===== config.mk =====
export PLATFORM = sky130hd
export DESIGN_NAME = sbd_dma
export DESIGN_NICKNAME = d
export VERILOG_FILES = /design/src/sbd_pkg.sv /design/src/sbd_dma.sv
export VERILOG_INCLUDE_DIRS = /design/src
export SDC_FILE = /design/constraint.sdc
export NUM_CORES = 1
export LEC_CHECK = 0
export BUFFER_PORTS_ARGS = -buffer_cell sky130_fd_sc_hd__buf_2
export CAP_MARGIN = 20
export CORE_ASPECT_RATIO = 0.9
export CORE_UTILIZATION = 40
export CTS_CLUSTER_SIZE = 28
export DETAILED_ROUTE_END_ITERATION = 16
export GPL_ROUTABILITY_DRIVEN = 0
export GPL_TIMING_DRIVEN = 0
export PLACE_DENSITY = 0.56
export SYNTH_ARGS = -nofsm -noshare
export SYNTH_HDL_FRONTEND = slang
export SYNTH_SLANG_ARGS = --single-unit

===== constraint.sdc =====
create_clock -name mclk_i -period 4.8 [get_ports mclk_i]
set_input_delay 1.2 -clock mclk_i [delete_from_list [all_inputs] [get_ports mclk_i]]
set_output_delay 1.2 -clock mclk_i [all_outputs]
set_load 0.01 [all_outputs]

===== src/sbd_params.svh =====
// Constants of the serial bus byte handoff and its transfer controller.
// Assumes inclusion by the package and the design file by bare name.
`ifndef SBD_PARAMS_SVH
`define SBD_PARAMS_SVH

// Clock figures in MHz and the divider that gives the bus operating clock
`define SBD_SYS_MHZ       32
`define SBD_OP_MHZ        8
`define SBD_DIV_LAST      (`SBD_SYS_MHZ / `SBD_OP_MHZ - 1)

// Frame limit of communication mode 1 and the data-write control bits
`define SBD_MAX_LEN       6'h20
`define SBD_CTRL_WRITE    8'h0f
`define SBD_MODE1         1'h1

// Register selects on the configuration port
`define SBD_SEL_DATA      4'h0
`define SBD_SEL_CTRL      4'h1
`define SBD_SEL_TX_CTRL   4'h2
`define SBD_SEL_RX_CTRL   4'h3
`define SBD_SEL_LEN       4'h4
`define SBD_SEL_TX_LEN    4'h5
`define SBD_SEL_RX_LEN    4'h6
`define SBD_SEL_ISR       4'h7
`define SBD_SEL_BCR       4'h8

// Bit positions in the bus control and interrupt status registers
`define SBD_BCR_EN        7
`define SBD_BCR_TX_START  6
`define SBD_BCR_RX_EN     3
`define SBD_ISR_IRQ_EN    7

// Reset values
`define SBD_BCR_RST       8'h00
`define SBD_CTRL_RST      8'h00
`define SBD_LEN_RST       6'h00

`endif


===== src/sbd_pkg.sv =====
// Types of the serial bus byte handoff block.
// Assumes sbd_params.svh is on the include path.
`include "sbd_params.svh"

package sbd_pkg;

    // Transfer controller sequencing
    typedef enum logic [1:0] {
        DM_IDLE,
        DM_RD,
        DM_CAP,
        DM_WR
    } sbd_dm_st_t;

    // Request towards the RAM
    typedef struct packed {
        logic [7:0] addr;
        logic [7:0] wdata;
        logic       we;
        logic       re;
    } sbd_ram_t;

    // CPU register access
    typedef struct packed {
        logic       rd;
        logic       wr;
        logic [3:0] sel;
        logic [7:0] wdata;
    } sbd_cfg_t;

    // Transfer controller set-up
    typedef struct packed {
        logic       arm;
        logic       rx;
        logic [7:0] src;
        logic [7:0] dst;
        logic [5:0] cnt;
    } sbd_dma_cfg_t;

    // All state of the handoff block outside its two FIFOs
    typedef struct packed {
        logic [1:0] div;
        logic [7:0] bcr;
        logic       irq_en;
        logic [7:0] tx_ctrl;
        logic [5:0] tx_len;
        logic [7:0] rx_ctrl;
        logic [5:0] rx_len;
        logic       last_rx;
        logic [7:0] dr;
        logic       dr_full;
        logic       tx_act;
        logic       rx_act;
        logic       rx_endp;
        logic [5:0] left;
        logic [5:0] rx_cnt;
        logic       comm_end;
        logic       req;
        sbd_dm_st_t dm;
        logic       dm_rx;
        logic [7:0] src;
        logic [7:0] dst;
        logic [5:0] cnt;
        sbd_ram_t   ram;
        logic [7:0] rd_data;
        logic       irq;
    } sbd_state_t;

endpackage


===== src/sbd_dma.sv =====
// Byte handoff between a serial bus controller and a transfer controller,
// with the two byte FIFOs that face the link.
// Assumes one clock, a RAM with one cycle read latency, and a link that
// moves bytes by valid/ready.
`timescale 1ns/10ps
`include "sbd_params.svh"

// Byte FIFO with registered flags and head
module sbd_fifo #(
    parameter int W = 8,
    parameter int D = 8
) (
    input  wire logic         mclk_i,
    input  wire logic         nrst_i,
    input  wire logic         in_valid_i,
    input  wire logic [W-1:0] in_data_i,
    output logic              in_ready_o,
    output logic              out_valid_o,
    output logic [W-1:0]      out_data_o,
    input  wire logic         out_ready_i
);
    localparam int AW = $clog2(D);

    // Storage, pointers, fill level and registered flags
    typedef struct packed {
        logic [D-1:0][W-1:0] mem;
        logic [AW-1:0]       wr;
        logic [AW-1:0]       rd;
        logic [AW:0]         cnt;
        logic                irdy;
        logic                ovld;
        logic [W-1:0]        head;
    } sbd_fifo_st_t;

    sbd_fifo_st_t s_q;     // Registered state
    sbd_fifo_st_t s_d;     // Next state
    logic         push;    // Accepted write
    logic         pop;     // Accepted read

    // Next state: write, read, flags ahead by one cycle
    always_comb begin
        s_d  = s_q;
        push = in_valid_i && s_q.irdy;
        pop  = out_ready_i && s_q.ovld;
        if (push) begin
            s_d.mem[s_q.wr] = in_data_i;
            s_d.wr          = s_q.wr + 1'b1;
        end
        if (pop) begin
            s_d.rd = s_q.rd + 1'b1;
        end
        s_d.cnt  = s_q.cnt + (AW+1)'(push) - (AW+1)'(pop);
        s_d.irdy = s_d.cnt < (AW+1)'(D);
        s_d.ovld = s_d.cnt != '0;
        s_d.head = s_d.mem[s_d.rd];
    end

    // State register
    always_ff @(posedge mclk_i or negedge nrst_i) begin
        if (!nrst_i) begin
            s_q <= '0;
        end else begin
            s_q <= s_d;
        end
    end

    assign in_ready_o  = s_q.irdy;
    assign out_valid_o = s_q.ovld;
    assign out_data_o  = s_q.head;
endmodule

module sbd_dma (
    input  wire logic                 mclk_i,
    input  wire logic                 nrst_i,
    input  wire sbd_pkg::sbd_cfg_t    cfg_i,
    input  wire sbd_pkg::sbd_dma_cfg_t dma_cfg_i,
    input  wire logic [7:0]           ram_rdata_i,
    input  wire logic                 lk_rx_start_i,
    input  wire logic [7:0]           lk_rx_ctrl_i,
    input  wire logic                 lk_rx_valid_i,
    input  wire logic [7:0]           lk_rx_data_i,
    input  wire logic                 lk_rx_end_i,
    input  wire logic                 lk_tx_ready_i,
    output sbd_pkg::sbd_ram_t         ram_o,
    output logic [7:0]                rd_data_o,
    output logic                      cpu_irq_o,
    output logic [5:0]                dma_cnt_o,
    output logic                      lk_rx_ready_o,
    output logic                      lk_tx_valid_o,
    output logic [7:0]                lk_tx_data_o
);
    sbd_pkg::sbd_state_t s_q;        // Registered state
    sbd_pkg::sbd_state_t s_d;        // Next state
    logic                tick;       // Bus operating clock step
    logic                push_tx;    // Data byte into tx FIFO
    logic                txf_rdy;    // Tx FIFO has room
    logic                txf_vld;    // Tx FIFO still holds bytes
    logic                rxf_vld;    // Rx FIFO holds a byte
    logic [7:0]          rxf_data;   // Rx FIFO head
    logic                pop_rx;     // Rx FIFO byte taken
    logic                take;       // Request taken by transfer ctl
    logic                tx_go;      // Transmission start accepted
    logic                end_evt;    // Communication end this cycle

    // Transmit FIFO between the data register and the link
    sbd_fifo #(.W(8), .D(8)) u_txf (
        .mclk_i      (mclk_i),
        .nrst_i      (nrst_i),
        .in_valid_i  (push_tx),
        .in_data_i   (s_q.dr),
        .in_ready_o  (txf_rdy),
        .out_valid_o (lk_tx_valid_o),
        .out_data_o  (lk_tx_data_o),
        .out_ready_i (lk_tx_ready_i)
    );
    assign txf_vld = lk_tx_valid_o;

    // Receive FIFO between the link and the data register
    sbd_fifo #(.W(8), .D(8)) u_rxf (
        .mclk_i      (mclk_i),
        .nrst_i      (nrst_i),
        .in_valid_i  (lk_rx_valid_i && s_q.rx_act),
        .in_data_i   (lk_rx_data_i),
        .in_ready_o  (lk_rx_ready_o),
        .out_valid_o (rxf_vld),
        .out_data_o  (rxf_data),
        .out_ready_i (pop_rx)
    );

    // Next state of the whole block
    always_comb begin
        s_d     = s_q;
        tick    = s_q.div == 2'(`SBD_DIV_LAST);
        s_d.div = tick ? 2'h0 : s_q.div + 2'h1;
        s_d.req = 1'b0;
        end_evt = 1'b0;
        push_tx = tick && s_q.tx_act && s_q.dr_full && txf_rdy
                  && s_q.left != 6'h00 && s_q.dm == sbd_pkg::DM_IDLE;
        pop_rx  = tick && s_q.rx_act && rxf_vld
                  && (s_q.rx_cnt == `SBD_MAX_LEN
                      || (!s_q.dr_full && s_q.dm == sbd_pkg::DM_IDLE));
        take    = s_q.req && s_q.cnt != 6'h00
                  && s_q.dm == sbd_pkg::DM_IDLE && s_q.dm_rx == s_q.last_rx;
        tx_go   = cfg_i.wr && cfg_i.sel == `SBD_SEL_BCR
                  && cfg_i.wdata[`SBD_BCR_EN]
                  && cfg_i.wdata[`SBD_BCR_TX_START]
                  && !s_q.tx_act && !s_q.rx_act && s_q.dr_full
                  && s_q.tx_ctrl == `SBD_CTRL_WRITE
                  && s_q.tx_len != 6'h00;

        // CPU register writes
        if (cfg_i.wr) begin
            unique case (cfg_i.sel)
                `SBD_SEL_DATA: begin
                    s_d.dr      = cfg_i.wdata;
                    s_d.dr_full = 1'b1;
                end
                `SBD_SEL_CTRL, `SBD_SEL_TX_CTRL: begin
                    s_d.tx_ctrl = cfg_i.wdata;
                end
                `SBD_SEL_LEN, `SBD_SEL_TX_LEN: begin
                    s_d.tx_len = cfg_i.wdata[5:0];
                end
                // only the enable bit is writable
                `SBD_SEL_ISR: begin
                    s_d.irq_en = cfg_i.wdata[`SBD_ISR_IRQ_EN];
                end
                `SBD_SEL_BCR: begin
                    s_d.bcr = cfg_i.wdata;
                    s_d.bcr[`SBD_BCR_TX_START] = 1'b0;
                end
                default: begin
                    // Read-only selects ignore writes
                end
            endcase
        end
        // CPU read of the data register frees it
        if (cfg_i.rd && cfg_i.sel == `SBD_SEL_DATA) begin
            s_d.dr_full = 1'b0;
        end

        // Transmission start, length capped to one frame
        if (tx_go) begin
            s_d.tx_act   = 1'b1;
            s_d.last_rx  = 1'b0;
            s_d.comm_end = 1'b0;
            s_d.left = (s_q.tx_len > `SBD_MAX_LEN) ? `SBD_MAX_LEN
                                                   : s_q.tx_len;
        end
        // Reception start when slave receive is armed
        if (lk_rx_start_i && s_q.bcr[`SBD_BCR_EN]
            && s_q.bcr[`SBD_BCR_RX_EN] && !s_q.tx_act && !s_q.rx_act) begin
            s_d.rx_act   = 1'b1;
            s_d.rx_endp  = 1'b0;
            s_d.rx_cnt   = 6'h00;
            s_d.rx_ctrl  = lk_rx_ctrl_i;
            s_d.last_rx  = 1'b1;
            s_d.comm_end = 1'b0;
        end
        if (lk_rx_end_i && s_q.rx_act) begin
            s_d.rx_endp = 1'b1;
        end

        // Bus engine: send data byte, then ask for the next one
        if (push_tx) begin
            s_d.dr_full = 1'b0;
            s_d.left    = s_q.left - 6'h01;
            s_d.req     = s_q.left != 6'h01;
        end
        if (s_q.tx_act && s_q.left == 6'h00 && !txf_vld) begin
            s_d.tx_act   = 1'b0;
            s_d.comm_end = 1'b1;
            end_evt      = 1'b1;
        end
        // Bus engine: hand a received byte over, drop bytes past 32
        if (pop_rx && s_q.rx_cnt != `SBD_MAX_LEN) begin
            s_d.dr      = rxf_data;
            s_d.dr_full = 1'b1;
            s_d.rx_cnt  = s_q.rx_cnt + 6'h01;
            s_d.req     = s_q.rx_ctrl == `SBD_CTRL_WRITE;
        end
        if (s_q.rx_endp && !rxf_vld && !s_q.dr_full
            && s_q.dm == sbd_pkg::DM_IDLE) begin
            s_d.rx_act   = 1'b0;
            s_d.rx_endp  = 1'b0;
            s_d.rx_len   = s_q.rx_cnt;
            s_d.comm_end = 1'b1;
            end_evt      = 1'b1;
        end

        // Transfer controller set-up
        if (dma_cfg_i.arm && s_q.dm == sbd_pkg::DM_IDLE) begin
            s_d.dm_rx = dma_cfg_i.rx;
            s_d.src   = dma_cfg_i.src;
            s_d.dst   = dma_cfg_i.dst;
            s_d.cnt   = dma_cfg_i.cnt;
        end
        // Transfer controller sequence
        s_d.ram.re = 1'b0;
        s_d.ram.we = 1'b0;
        unique case (s_q.dm)
            sbd_pkg::DM_IDLE: begin
                if (take && !s_q.dm_rx) begin
                    s_d.dm       = sbd_pkg::DM_RD;
                    s_d.ram.addr = s_q.src;
                    s_d.ram.re   = 1'b1;
                end else if (take) begin
                    s_d.dm        = sbd_pkg::DM_WR;
                    s_d.ram.addr  = s_q.dst;
                    s_d.ram.wdata = s_q.dr;
                    s_d.ram.we    = 1'b1;
                end
            end
            sbd_pkg::DM_RD: begin
                s_d.dm = sbd_pkg::DM_CAP;
            end
            sbd_pkg::DM_CAP: begin
                s_d.dm      = sbd_pkg::DM_IDLE;
                s_d.dr      = ram_rdata_i;
                s_d.dr_full = 1'b1;
                s_d.src     = s_q.src + 8'h01;
                s_d.cnt     = s_q.cnt - 6'h01;
            end
            sbd_pkg::DM_WR: begin
                s_d.dm      = sbd_pkg::DM_IDLE;
                s_d.dr_full = 1'b0;
                s_d.dst     = s_q.dst + 8'h01;
                s_d.cnt     = s_q.cnt - 6'h01;
            end
        endcase

        // taken requests never reach the CPU
        s_d.irq = s_q.irq_en && (end_evt || (s_q.req && !take));

        // Registered read port
        unique case (cfg_i.sel)
            `SBD_SEL_DATA:    s_d.rd_data = s_q.dr;
            `SBD_SEL_CTRL:    s_d.rd_data = s_q.last_rx ? s_q.rx_ctrl
                                                        : s_q.tx_ctrl;
            `SBD_SEL_TX_CTRL: s_d.rd_data = s_q.tx_ctrl;
            `SBD_SEL_RX_CTRL: s_d.rd_data = s_q.rx_ctrl;
            `SBD_SEL_LEN:     s_d.rd_data = {2'h0, s_q.last_rx ? s_q.rx_len
                                                               : s_q.tx_len};
            `SBD_SEL_TX_LEN:  s_d.rd_data = {2'h0, s_q.tx_len};
            `SBD_SEL_RX_LEN:  s_d.rd_data = {2'h0, s_q.rx_len};
            `SBD_SEL_ISR:     s_d.rd_data = {s_q.irq_en, 4'h0, s_q.comm_end,
                                             s_q.rx_act, s_q.tx_act};
            `SBD_SEL_BCR:     s_d.rd_data = s_q.bcr;
            default:          s_d.rd_data = 8'h00;
        endcase
    end

    // State register
    always_ff @(posedge mclk_i or negedge nrst_i) begin
        if (!nrst_i) begin
            s_q <= '0;
        end else begin
            s_q <= s_d;
        end
    end

    assign ram_o     = s_q.ram;
    assign rd_data_o = s_q.rd_data;
    assign cpu_irq_o = s_q.irq;
    assign dma_cnt_o = s_q.cnt;
endmodule


# [Yosys cells after proc, flatten, opt, wreduce, memory -nomap -nowiden]
# Index checks and enable logic that the tools add are counted.
[classes] bitwise_logic=1 n_lt_le_gt_ge=9 n_addsub=14 mux=55 n_reduce_logical=86 n_eq_ne=19
[op_table] operator="67-bit 2-to-1 mux" n=2
[op_table] operator="64-bit bitwise mux" n=2
[op_table] operator="8-bit 2-to-1 mux" n=9
[op_table] operator="8-bit one-hot mux with 9 select lines" n=1
[op_table] operator="8-bit binary-select mux with 3-bit select" n=2
[op_table] operator="8-bit demux with 3-bit select" n=2
[op_table] operator="1-bit logical AND" n=43
[op_table] operator="6-bit 2-to-1 mux" n=6
[op_table] operator="6-bit nonzero test" n=5
[op_table] operator="9-bit 2-to-1 mux" n=3
[op_table] operator="22-bit 2-to-1 mux" n=1
[op_table] operator="2-bit nonzero test" n=9
[op_table] operator="17-bit 2-to-1 mux" n=1
[op_table] operator="8-bit by 1-bit adder with 8-bit output, second input constant" n=2
[op_table] operator="4-bit by 3-bit == test with 1-bit output, second input constant" n=4
[op_table] operator="8-bit by 4-bit == test with 1-bit output, second input constant" n=2
[op_table] operator="3-bit by 4-bit < comparator with 1-bit output, second input constant" n=4
[op_table] operator="1-bit 2-to-1 mux" n=15
[op_table] operator="2-bit AND reduction" n=7
[op_table] operator="3-bit by 1-bit adder with 3-bit output, second input constant" n=4
[op_table] operator="2-bit 2-to-1 mux" n=6
[op_table] operator="4-bit nonzero test" n=3
[op_table] operator="6-bit by 1-bit subtractor with 6-bit output, second input constant" n=2
[op_table] operator="3-bit nonzero test" n=3
[op_table] operator="29 further kinds" n=46
[word_totals] ff_bits=285 in_bits=68 output_inout_bits=43

# [Depth between registers and ports, before layout]
# Gate-level depths: netlist of the first run.
[depth] depth_word=13 mapped_depth=13 ltp_nobuf=12

# [Cells and area by module]
# A second synthesis of the first run with hierarchy kept.
[hier_totals] hier_cells=1294 hier_area_um2=13988.4
[modules_own_cells] mod="sbd_dma" area_per_inst_um2=5873.1 instances=1 seq_area_each_um2=2927.8 cells_per_inst=586
[modules_own_cells] mod="sbd_fifo (u_txf)" area_per_inst_um2=4176.5 instances=1 seq_area_each_um2=2102.0 cells_per_inst=393
[modules_own_cells] mod="sbd_fifo (u_rxf)" area_per_inst_um2=3938.8 instances=1 seq_area_each_um2=2102.0 cells_per_inst=315

# [Least setup slack after synthesis of the first run]
# Ideal clock, no wire load.
[synth_timing] path_kind="input-to-reg" from="in cfg_i[8] in the netlist's numbering" to="reg s_q[60] in the netlist's numbering" t_arrival_ns=2.860 slack_ns=1.814 path_buffers=1 setup_ns=0.126 required_ns=4.674 path_stages=6 cell_sequence="clkbuf_1 > nor4b_4 > nand2_1 > a311oi_1 > nor3_1 > a221o_1"
[synth_between] elab_chain_cells=10
[synth_lines] element="start: declaration" line="sbd_dma.sv:75" text="input wire sbd_pkg::sbd_cfg_t cfg_i,"
[synth_lines] element="4-bit == test"
[synth_lines] element="1-bit logical AND (no line)"
[synth_lines] element="1-bit logical AND (5 in a row)" line="sbd_dma.sv:144" text="tx_go = cfg_i.wr && cfg_i.sel == `SBD_SEL_BCR"
[synth_lines] element="1-bit logical AND (no line)"
[synth_lines] element="1-bit logical AND" line="sbd_dma.sv:144"
[synth_lines] element="2-bit nonzero test (no line)"
[synth_lines] element="end signal: assignment" line="sbd_dma.sv:296" text="s_q <= '0;"
[synth_lines] element="end signal: assignment" line="sbd_dma.sv:298" text="s_q <= s_d;"
[synth_lines] element="end: declaration" line="sbd_dma.sv:92" text="sbd_pkg::sbd_state_t s_q;"
# No other way between the ends.
# A chain may end at the register's enable or synchronous reset.

==> results of run 1 <==
-- worst max-delay path by stage --
stage,cells after the start,to,start
floorplan,6,s_q[60]$_DFFE_PN0P_,cfg_i[8]
global placement,1,u_txf.s_q[33]$_DFF_PN0_,nrst_i
finish,9,u_txf.out_valid_o$_DFF_PN0_,s_q[50]$_DFFE_PN0P_
detailed placement,8,u_rxf.out_data_o[6]$_DFF_PN0_,lk_rx_valid_i
global route,9,u_txf.out_valid_o$_DFF_PN0_,s_q[50]$_DFFE_PN0P_
CTS,9,u_txf.out_valid_o$_DFF_PN0_,s_q[50]$_DFFE_PN0P_
-- layout make-up --
| cell class | instances | area, sq um | share of cell area |
|---|---|---|---|
| multi-input cells | 1005 | 7220 | 0.411 |
| flip-flops and latches | 285 | 7130 | 0.406 |
| clock buffers | 48 | 975 | 0.0555 |
| plain buffers | 118 | 676 | 0.0385 |
| repair buffers | 112 | 616 | 0.0350 |
| well taps | 483 | 604 | 0.0344 |
| inverters | 45 | 181 | 0.0103 |
| clock inverters | 12 | 166 | 0.00947 |
| diodes | 1 | 2.50 | 0.000142 |
-- worst register-to-register path, stage by stage (launching register included) --
cell      delay [ps]
dfrtp_1          410
buf_1            260
nor2_2           550
o211ai_2         180
buf_4            230
inv_2            100
buf_2            260
ha_1             240
fa_1             450
or4_1            550
-- metal layers --
layer / GRT usage / up-vias / part of all wire / wire [um]
met3: 0.0321 / 76 / 0.063 / 2630
met1: 0.331 / 5838 / 0.48 / 20200
met2: 0.323 / 392 / 0.43 / 18200
met4: 0.0672 / 0 / 0.025 / 1050
met5: 0 / - / 0 / 0
li1: - / 5550 / - / -
-- registers in the layout, summed over array words and instances (netlist names), 6 cells and up --
name / flops
u_rxf.out_data_o: 8
rd_data_o: 8
u_txf.out_data_o: 8
u_rxf.s_q: 74
s_q: 84
u_txf.s_q: 74
ram_o: 18
dma_cnt_o: 6
-- cell usage in the layout, fill, tap and decap left out, types with 7 or more instances in the layout --
cell       count
dfrtp_1      285
buf_4         47
a222oi_1       8
o2111ai_1      7
inv_1         40
nand4_1        9
nor3b_1        7
ha_1          21
a22oi_1       26
and3_1        14
o221ai_1       7
nor3_1         9
a21oi_1       24
nor2_1       136
a2111oi_2      9
nor2b_1       29
xnor2_1       14
a2111oi_0     21
mux2i_1       56
nand2_1      162
mux2_2       137
a31oi_1       13
nand3_1       26
clkbuf_16     35
o21ai_0      116
o221a_2       28
clkbuf_1      62
nand2b_1       9
buf_2        118
o41ai_1        8
-- stage by stage --
step | cells | setup WS, ps | setup TNS (ps) | hold WS, ps | power (mW)
global placement | 2044 | -2980 | -840160 | 414 | 7.66
floorplan | 1453 | 1810 | 0 | 403 | 6.50
detailed placement | 2047 | 964 | 0 | 417 | 7.75
CTS | 2107 | 1420 | 0 | 424 | 10.4
finish | 2109 | 1410 | 0 | 420 | 10.4
global route | 2108 | 1230 | 0 | 440 | 11.1
-- power groups by stage --
| stage | Sequential [mW] | Clock (mW) | Combinational (mW) |
|---|---|---|---|
| detailed placement | 3.85 | 0 | 3.90 |
| finish | 3.82 | 2.65 | 3.92 |
| floorplan | 3.65 | 0 | 2.86 |
| global route | 3.93 | 2.82 | 4.31 |
| global placement | 3.82 | 0 | 3.83 |
| CTS | 3.81 | 2.72 | 3.91 |
-- kinds of logic after synthesis --
family                     synth area share
buffers and inverters                0.0564
and+or+nand+nor                       0.136
adders and majority gates            0.0199
xor gates and xnor gates             0.0148
DFF                                   0.469
muxes                                 0.142
AOI/OAI and AO/OA                     0.163
==> impl_metrics.csv, run 1 <==
group,metric,value,unit
hold_path,hold_path_startpoint,"s_q[116]$_DFF_PN0_",
synthesis,syn_inst,1453,
clock_tree,hold_buffers,0,
timing,fmax,0.295,GHz
finish,final_util,0.471,
power,switching_power,3.84,mW
drt,drcViolationCount,0,
clock_tree,path_clk_slew,60,ps
clock_tree,post_cts_resized,0,
clock_tree,cts_made_buffers,34,
drt,ant_nets,0,
finish,fillCellCount,3486,
setup_path,crit_chain,"buf_1 -> nor2_2 -> o211ai_2 -> buf_4 -> inv_2 -> buf_2 -> ha_1 -> fa_1 -> or4_1",
clock_tree,cts_tree,"yes",
grt,grt_pass1_vias,11600,
timing,maxSlewViolCount,0,
setup_path,crit_family,"simple AND/OR/NAND/NOR gates",
synthesis,postSynthNetCount,1544,
grt,overflow,0,
power,comb_power_share,0.378,
setup_path,endpoint_kind,"register",
synthesis,synth_ff_type,"dfrtp_1",
grt,grt_usage,0.220,
timing,setup_viol,0,
setup_path,crit_fanout,10,
timing,rsz0062_at_grt,"no",
synthesis,yosys-top-cells-count,"285 x dfrtp_1, 162 x nand2_1, 137 x mux2_2, 136 x nor2_1, 116 x o21ai_0",
clock_tree,cts_setup_buffers,0,
power,peakVddDrop,0.283,mV
drt,num_vias,11900,
synthesis,synth_warnings,0,
grt,grt_first_pass_wirelength,67200,um
placed_design,place_hpwl,30800,um
power,swShare,0.369,
setup_path,reg2reg_setup_slack,1410,ps
clock_tree,clk_path_buf_depth,3,
synthesis,yosys.area.top_type,"dfrtp_1",
power,cellLeakagePower,7.95,nW
clock_tree,cts_sinks,285,
synthesis,synth_edf_count,0,
placed_design,dpl_cell_area,16400,sq um
power,pwr-share-clk,0.255,
drt,first_pass_iters,5,
power,seqPwrFrac,0.368,
status,outcome,"completed",
timing,worst_pin_slew,1010,ps
placed_design,io_buffers,108,
die,die-area,38800,sq um
synthesis,synth_top_area_frac,0.469,
die,die_h,187,um
synthesis,synth_area,15200,sq um
synthesis,avgSynthCellArea,10.5,sq um
synthesis,yosysSeqAreaShare,0.469,
timing,clock_skew,20.9,ps
finish,drive_gt1_frac,0.273,
setup_path,timing_worst_setup_path_type,"register to register",
hold_path,hp-class,"register to register",
power,powerDensity,592,nW/um^2
setup_path,worst-path-buf-inv,4,
timing,finalHoldViolCount,0,
die,fp.coreArea,37300,sq um
hold_path,holdPathStages,1,
setup_path,cpMaxStageDelayCell,"nor2_2",
die,initial_core_util,0.408,
drt,wl_per_cell,19.9,um
die,row_count,67,
power,cellInternalPower,6.55,mW
finish,stdcell_area,17600,sq um
timing,max_slew_margin,0.309,
grt,grt_max_degree,118,
synthesis,synthArstFlopShare,1.00,
run,drv_cap,0,
setup_path,r2r-start,"s_q[50]$_DFFE_PN0P_",
synthesis,ys_seq_elements,285,
setup_path,rr_endpoint,"u_txf.out_valid_o$_DFF_PN0_",
setup_path,reg2regPathDepth,9,
finish,syn2layout_area_growth,15.5,%
setup_path,startpoint_type,"register",
timing,fin_crit,3390,ps
drt,drtIter0Drc,1109,
grt,antenna_found_initial,0,
clock_tree,clk_latency,530,ps
setup_path,crit_path_max_incr_delay,550,ps
die,die_x,208,um
drt,via_per_inst,5.62,
finish,nNetsFinal,1692,
setup_path,required,5180,ps
drt,routed_wl,42100,um
synthesis,synthTopCellsByArea,"dfrtp_1 47%, mux2_2 10%, nand2_1 4.0%",
synthesis,yosysMostFrequentCell,"dfrtp_1",
clock_tree,htree_levels,2,
setup_path,cp.arrival,3770,ps
hold_path,min_to,"s_q[116]$_DFF_PN0_",
timing,finalCritPeriodShare,0.706,
clock_tree,cts_root_buffer,"clkbuf_16",
synthesis,synth.distinct_cells,89,
die,ios,111,
Note: power is estimated with default switching activity, not from simulation.
==> run 2: changes to the inputs <==
==> constraint.sdc (replaced) <==
create_clock -name mclk_i -period 3.2 [get_ports mclk_i]
set_input_delay 0.8 -clock mclk_i [delete_from_list [all_inputs] [get_ports mclk_i]]
set_output_delay 0.8 -clock mclk_i [all_outputs]
set_load 0.01 [all_outputs]
==> run 2 against run 1 <==
Net effect:
- register-to-register slack got worse by 1300 ps
- largest power group unchanged
- largest cell class unchanged
- final cell count increased by 0.19%
- critical endpoint is now u_rxf.out_data_o[5]$_DFF_PN0_
- critical path type unchanged
- clock-buffer cell count unchanged
- maximum frequency increased by 8.4%
- via count increased by 0.41%
- routed wire length increased by 0.18%
- flip-flop and latch count unchanged
- design area increased by 0.38%
- clock skew about the same
- global-route usage about the same
==> impl_metrics.csv, run 2 (synthesized netlist as in run 1, its figures left out) <==
group,metric,value,unit
status,outcome,"completed",
clock_tree,cts_tree,"yes",
drt,first_pass_iters,8,
placed_design,io_buffers,108,
power,total_power,15.6,mW
timing,fmax,0.320,GHz
power,seqPwrFrac,0.366,
timing,finalHoldViolCount,0,
timing,maxSlewViolCount,0,
die,die-area,38800,sq um
die,die_h,187,um
setup_path,endpoint_kind,"register",
placed_design,place_hpwl,30800,um
power,cellLeakagePower,7.99,nW
power,cellInternalPower,9.86,mW
timing,holdWs,235,ps
grt,grt_first_pass_wirelength,67300,um
finish,diodes,0,
finish,top_regs,"s_q x84, u_rxf.s_q x74, u_txf.s_q x74",
finish,regArea,7130,sq um
drt,drtIter0Drc,1077,
timing,setup_viol,0,
setup_path,timing_worst_setup_path_type,"register to register",
finish,layout_common_cells,"285 x dfrtp_1, 162 x nand2_1, 137 x mux2_2",
die,ios,111,
grt,grt_pass1_vias,11500,
setup_path,cp.arrival,3530,ps
clock_tree,clk_path_buf_depth,3,
grt,overflow,0,
finish,syn2layout_area_growth,16.0,%
timing,fin_crit,3130,ps
grt,antenna_found_initial,0,
drt,via_per_inst,5.63,
drt,num_vias,11900,
clock_tree,cts_made_buffers,34,
power,swShare,0.370,
clock_tree,hold_buffers,0,
clock_tree,cts_root_buffer,"clkbuf_16",
die,row_count,67,
clock_tree,path_clk_slew,60,ps
finish,nNetsFinal,1697,
finish,final_common_cell,"dfrtp_1",
power,switching_power,5.79,mW
finish,fillCellCount,3483,
power,comb_power_share,0.379,
finish,largest_register_ffs,84,
timing,clock_skew,20.9,ps
power,pwr-share-clk,0.254,
timing,finalCritPeriodShare,0.977,
drt,drcViolationCount,0,
timing,worst_pin_slew,1010,ps
drt,ant_nets,0,
grt,grt_usage,0.220,
timing,max_slew_margin,0.307,
placed_design,dpl_cell_area,16400,sq um
finish,drive_gt1_frac,0.279,
finish,stdcell_area,17600,sq um
setup_path,required,3600,ps
setup_path,startpoint_type,"register",
power,powerDensity,887,nW/um^2
setup_path,crit_fanout,10,
clock_tree,clk_latency,530,ps
die,initial_core_util,0.408,
finish,regMostFlops,"s_q",
clock_tree,htree_levels,2,
die,die_x,208,um
drt,routed_wl,42100,um
hold_path,hp-class,"primary input to asynchronous set/reset pin",
finish,multi_input_area,7240,sq um
grt,grt_max_degree,118,
die,fp.coreArea,37300,sq um
run,drv_cap,0,
clock_tree,cts_sinks,285,
power,peakVddDrop,0.425,mV
drt,wl_per_cell,19.9,um
run 2: cell types whose count changed in the layout (fill, tap and decap cells not counted), sizes merged:
| cell | before | now |
|---|---|---|
| diode | 1 | 0 |
| clkbuf | 102 | 103 |
| buf | 176 | 180 |
run 2: power by group through the flow:
stage	combinational, mW	clock (mW)	sequential [mW]
3_3_place_gp	5.75	0	5.74
3_5_place_dp	5.85	0	5.77
6_report	5.94	3.98	5.73
4_1_cts	5.87	4.08	5.72
5_1_grt	6.50	4.23	5.89
2_1_floorplan	4.29	0	5.47
run 2: per-layer routing:
| metal | vias to the layer above | track usage | part of all wire |
|---|---|---|---|
| met5 | - | 0 | 0 |
| met4 | 0 | 0.0669 | 0.023 |
| met3 | 68 | 0.0322 | 0.057 |
| met2 | 392 | 0.323 | 0.43 |
| met1 | 5880 | 0.332 | 0.49 |
| li1 | 5565 | - | - |
run 2: area by class of cell:
type / instances / share of cell area
Clock buffer: 48 / 0.0553
Multi-Input combinational cell: 1005 / 0.410
Timing Repair Buffer: 117 / 0.0370
Clock inverter: 12 / 0.00944
Sequential cell: 285 / 0.404
Tap cell: 483 / 0.0343
Inverter: 45 / 0.0103
Buffer: 118 / 0.0390
run 2: timing repair:
item | CTS | global route
setup endpoints to repair | 2 | 7
gates resized for setup | 3 | 11
pin swaps | 0 | 1
buffers inserted | 0 | 5
run 2: worst paths after layout:
path                                           from                            end  slack (ps)  depth (start not counted)
worst max register to register  s_q[55]$_DFFE_PN0P_  u_rxf.out_data_o[5]$_DFF_PN0_          70                         10
min in group mclk_i              s_q[116]$_DFF_PN0_             s_q[116]$_DFF_PN0_         420                          1
worst min-delay path                         nrst_i       dma_cnt_o[2]$_DFFE_PN0P_         240                          1
worst min register to register   s_q[116]$_DFF_PN0_             s_q[116]$_DFF_PN0_         420                          1
max in group asynchronous                    nrst_i        u_txf.s_q[25]$_DFF_PN0_        1480                          3
worst max-delay path            s_q[55]$_DFFE_PN0P_  u_rxf.out_data_o[5]$_DFF_PN0_          70                         10
run 2: stage by stage:
step / TNS (ps) / std cells / setup WS [ps] / utilization
6_report: 0 / 2113 / 72.2 / 0.473
5_1_grt: -4.22 / 2113 / -4.22 / 0.473
4_1_cts: 0 / 2107 / 13.5 / 0.471
3_5_place_dp: -1100 / 2047 / -236 / 0.440
3_3_place_gp: -1182910 / 2044 / -4180 / 0.438
2_1_floorplan: 0 / 1453 / 283 / -
run 2: worst max-delay path, cell delays in order, from the launching register on:
cell       delay (ps)
dfrtp_1           390
inv_1              70
ha_1              190
and4bb_2          260
a22oi_4           190
inv_6             110
xnor2_4           200
buf_2             220
a2111oi_0         880
a2111oi_0         160
o2111ai_1         320
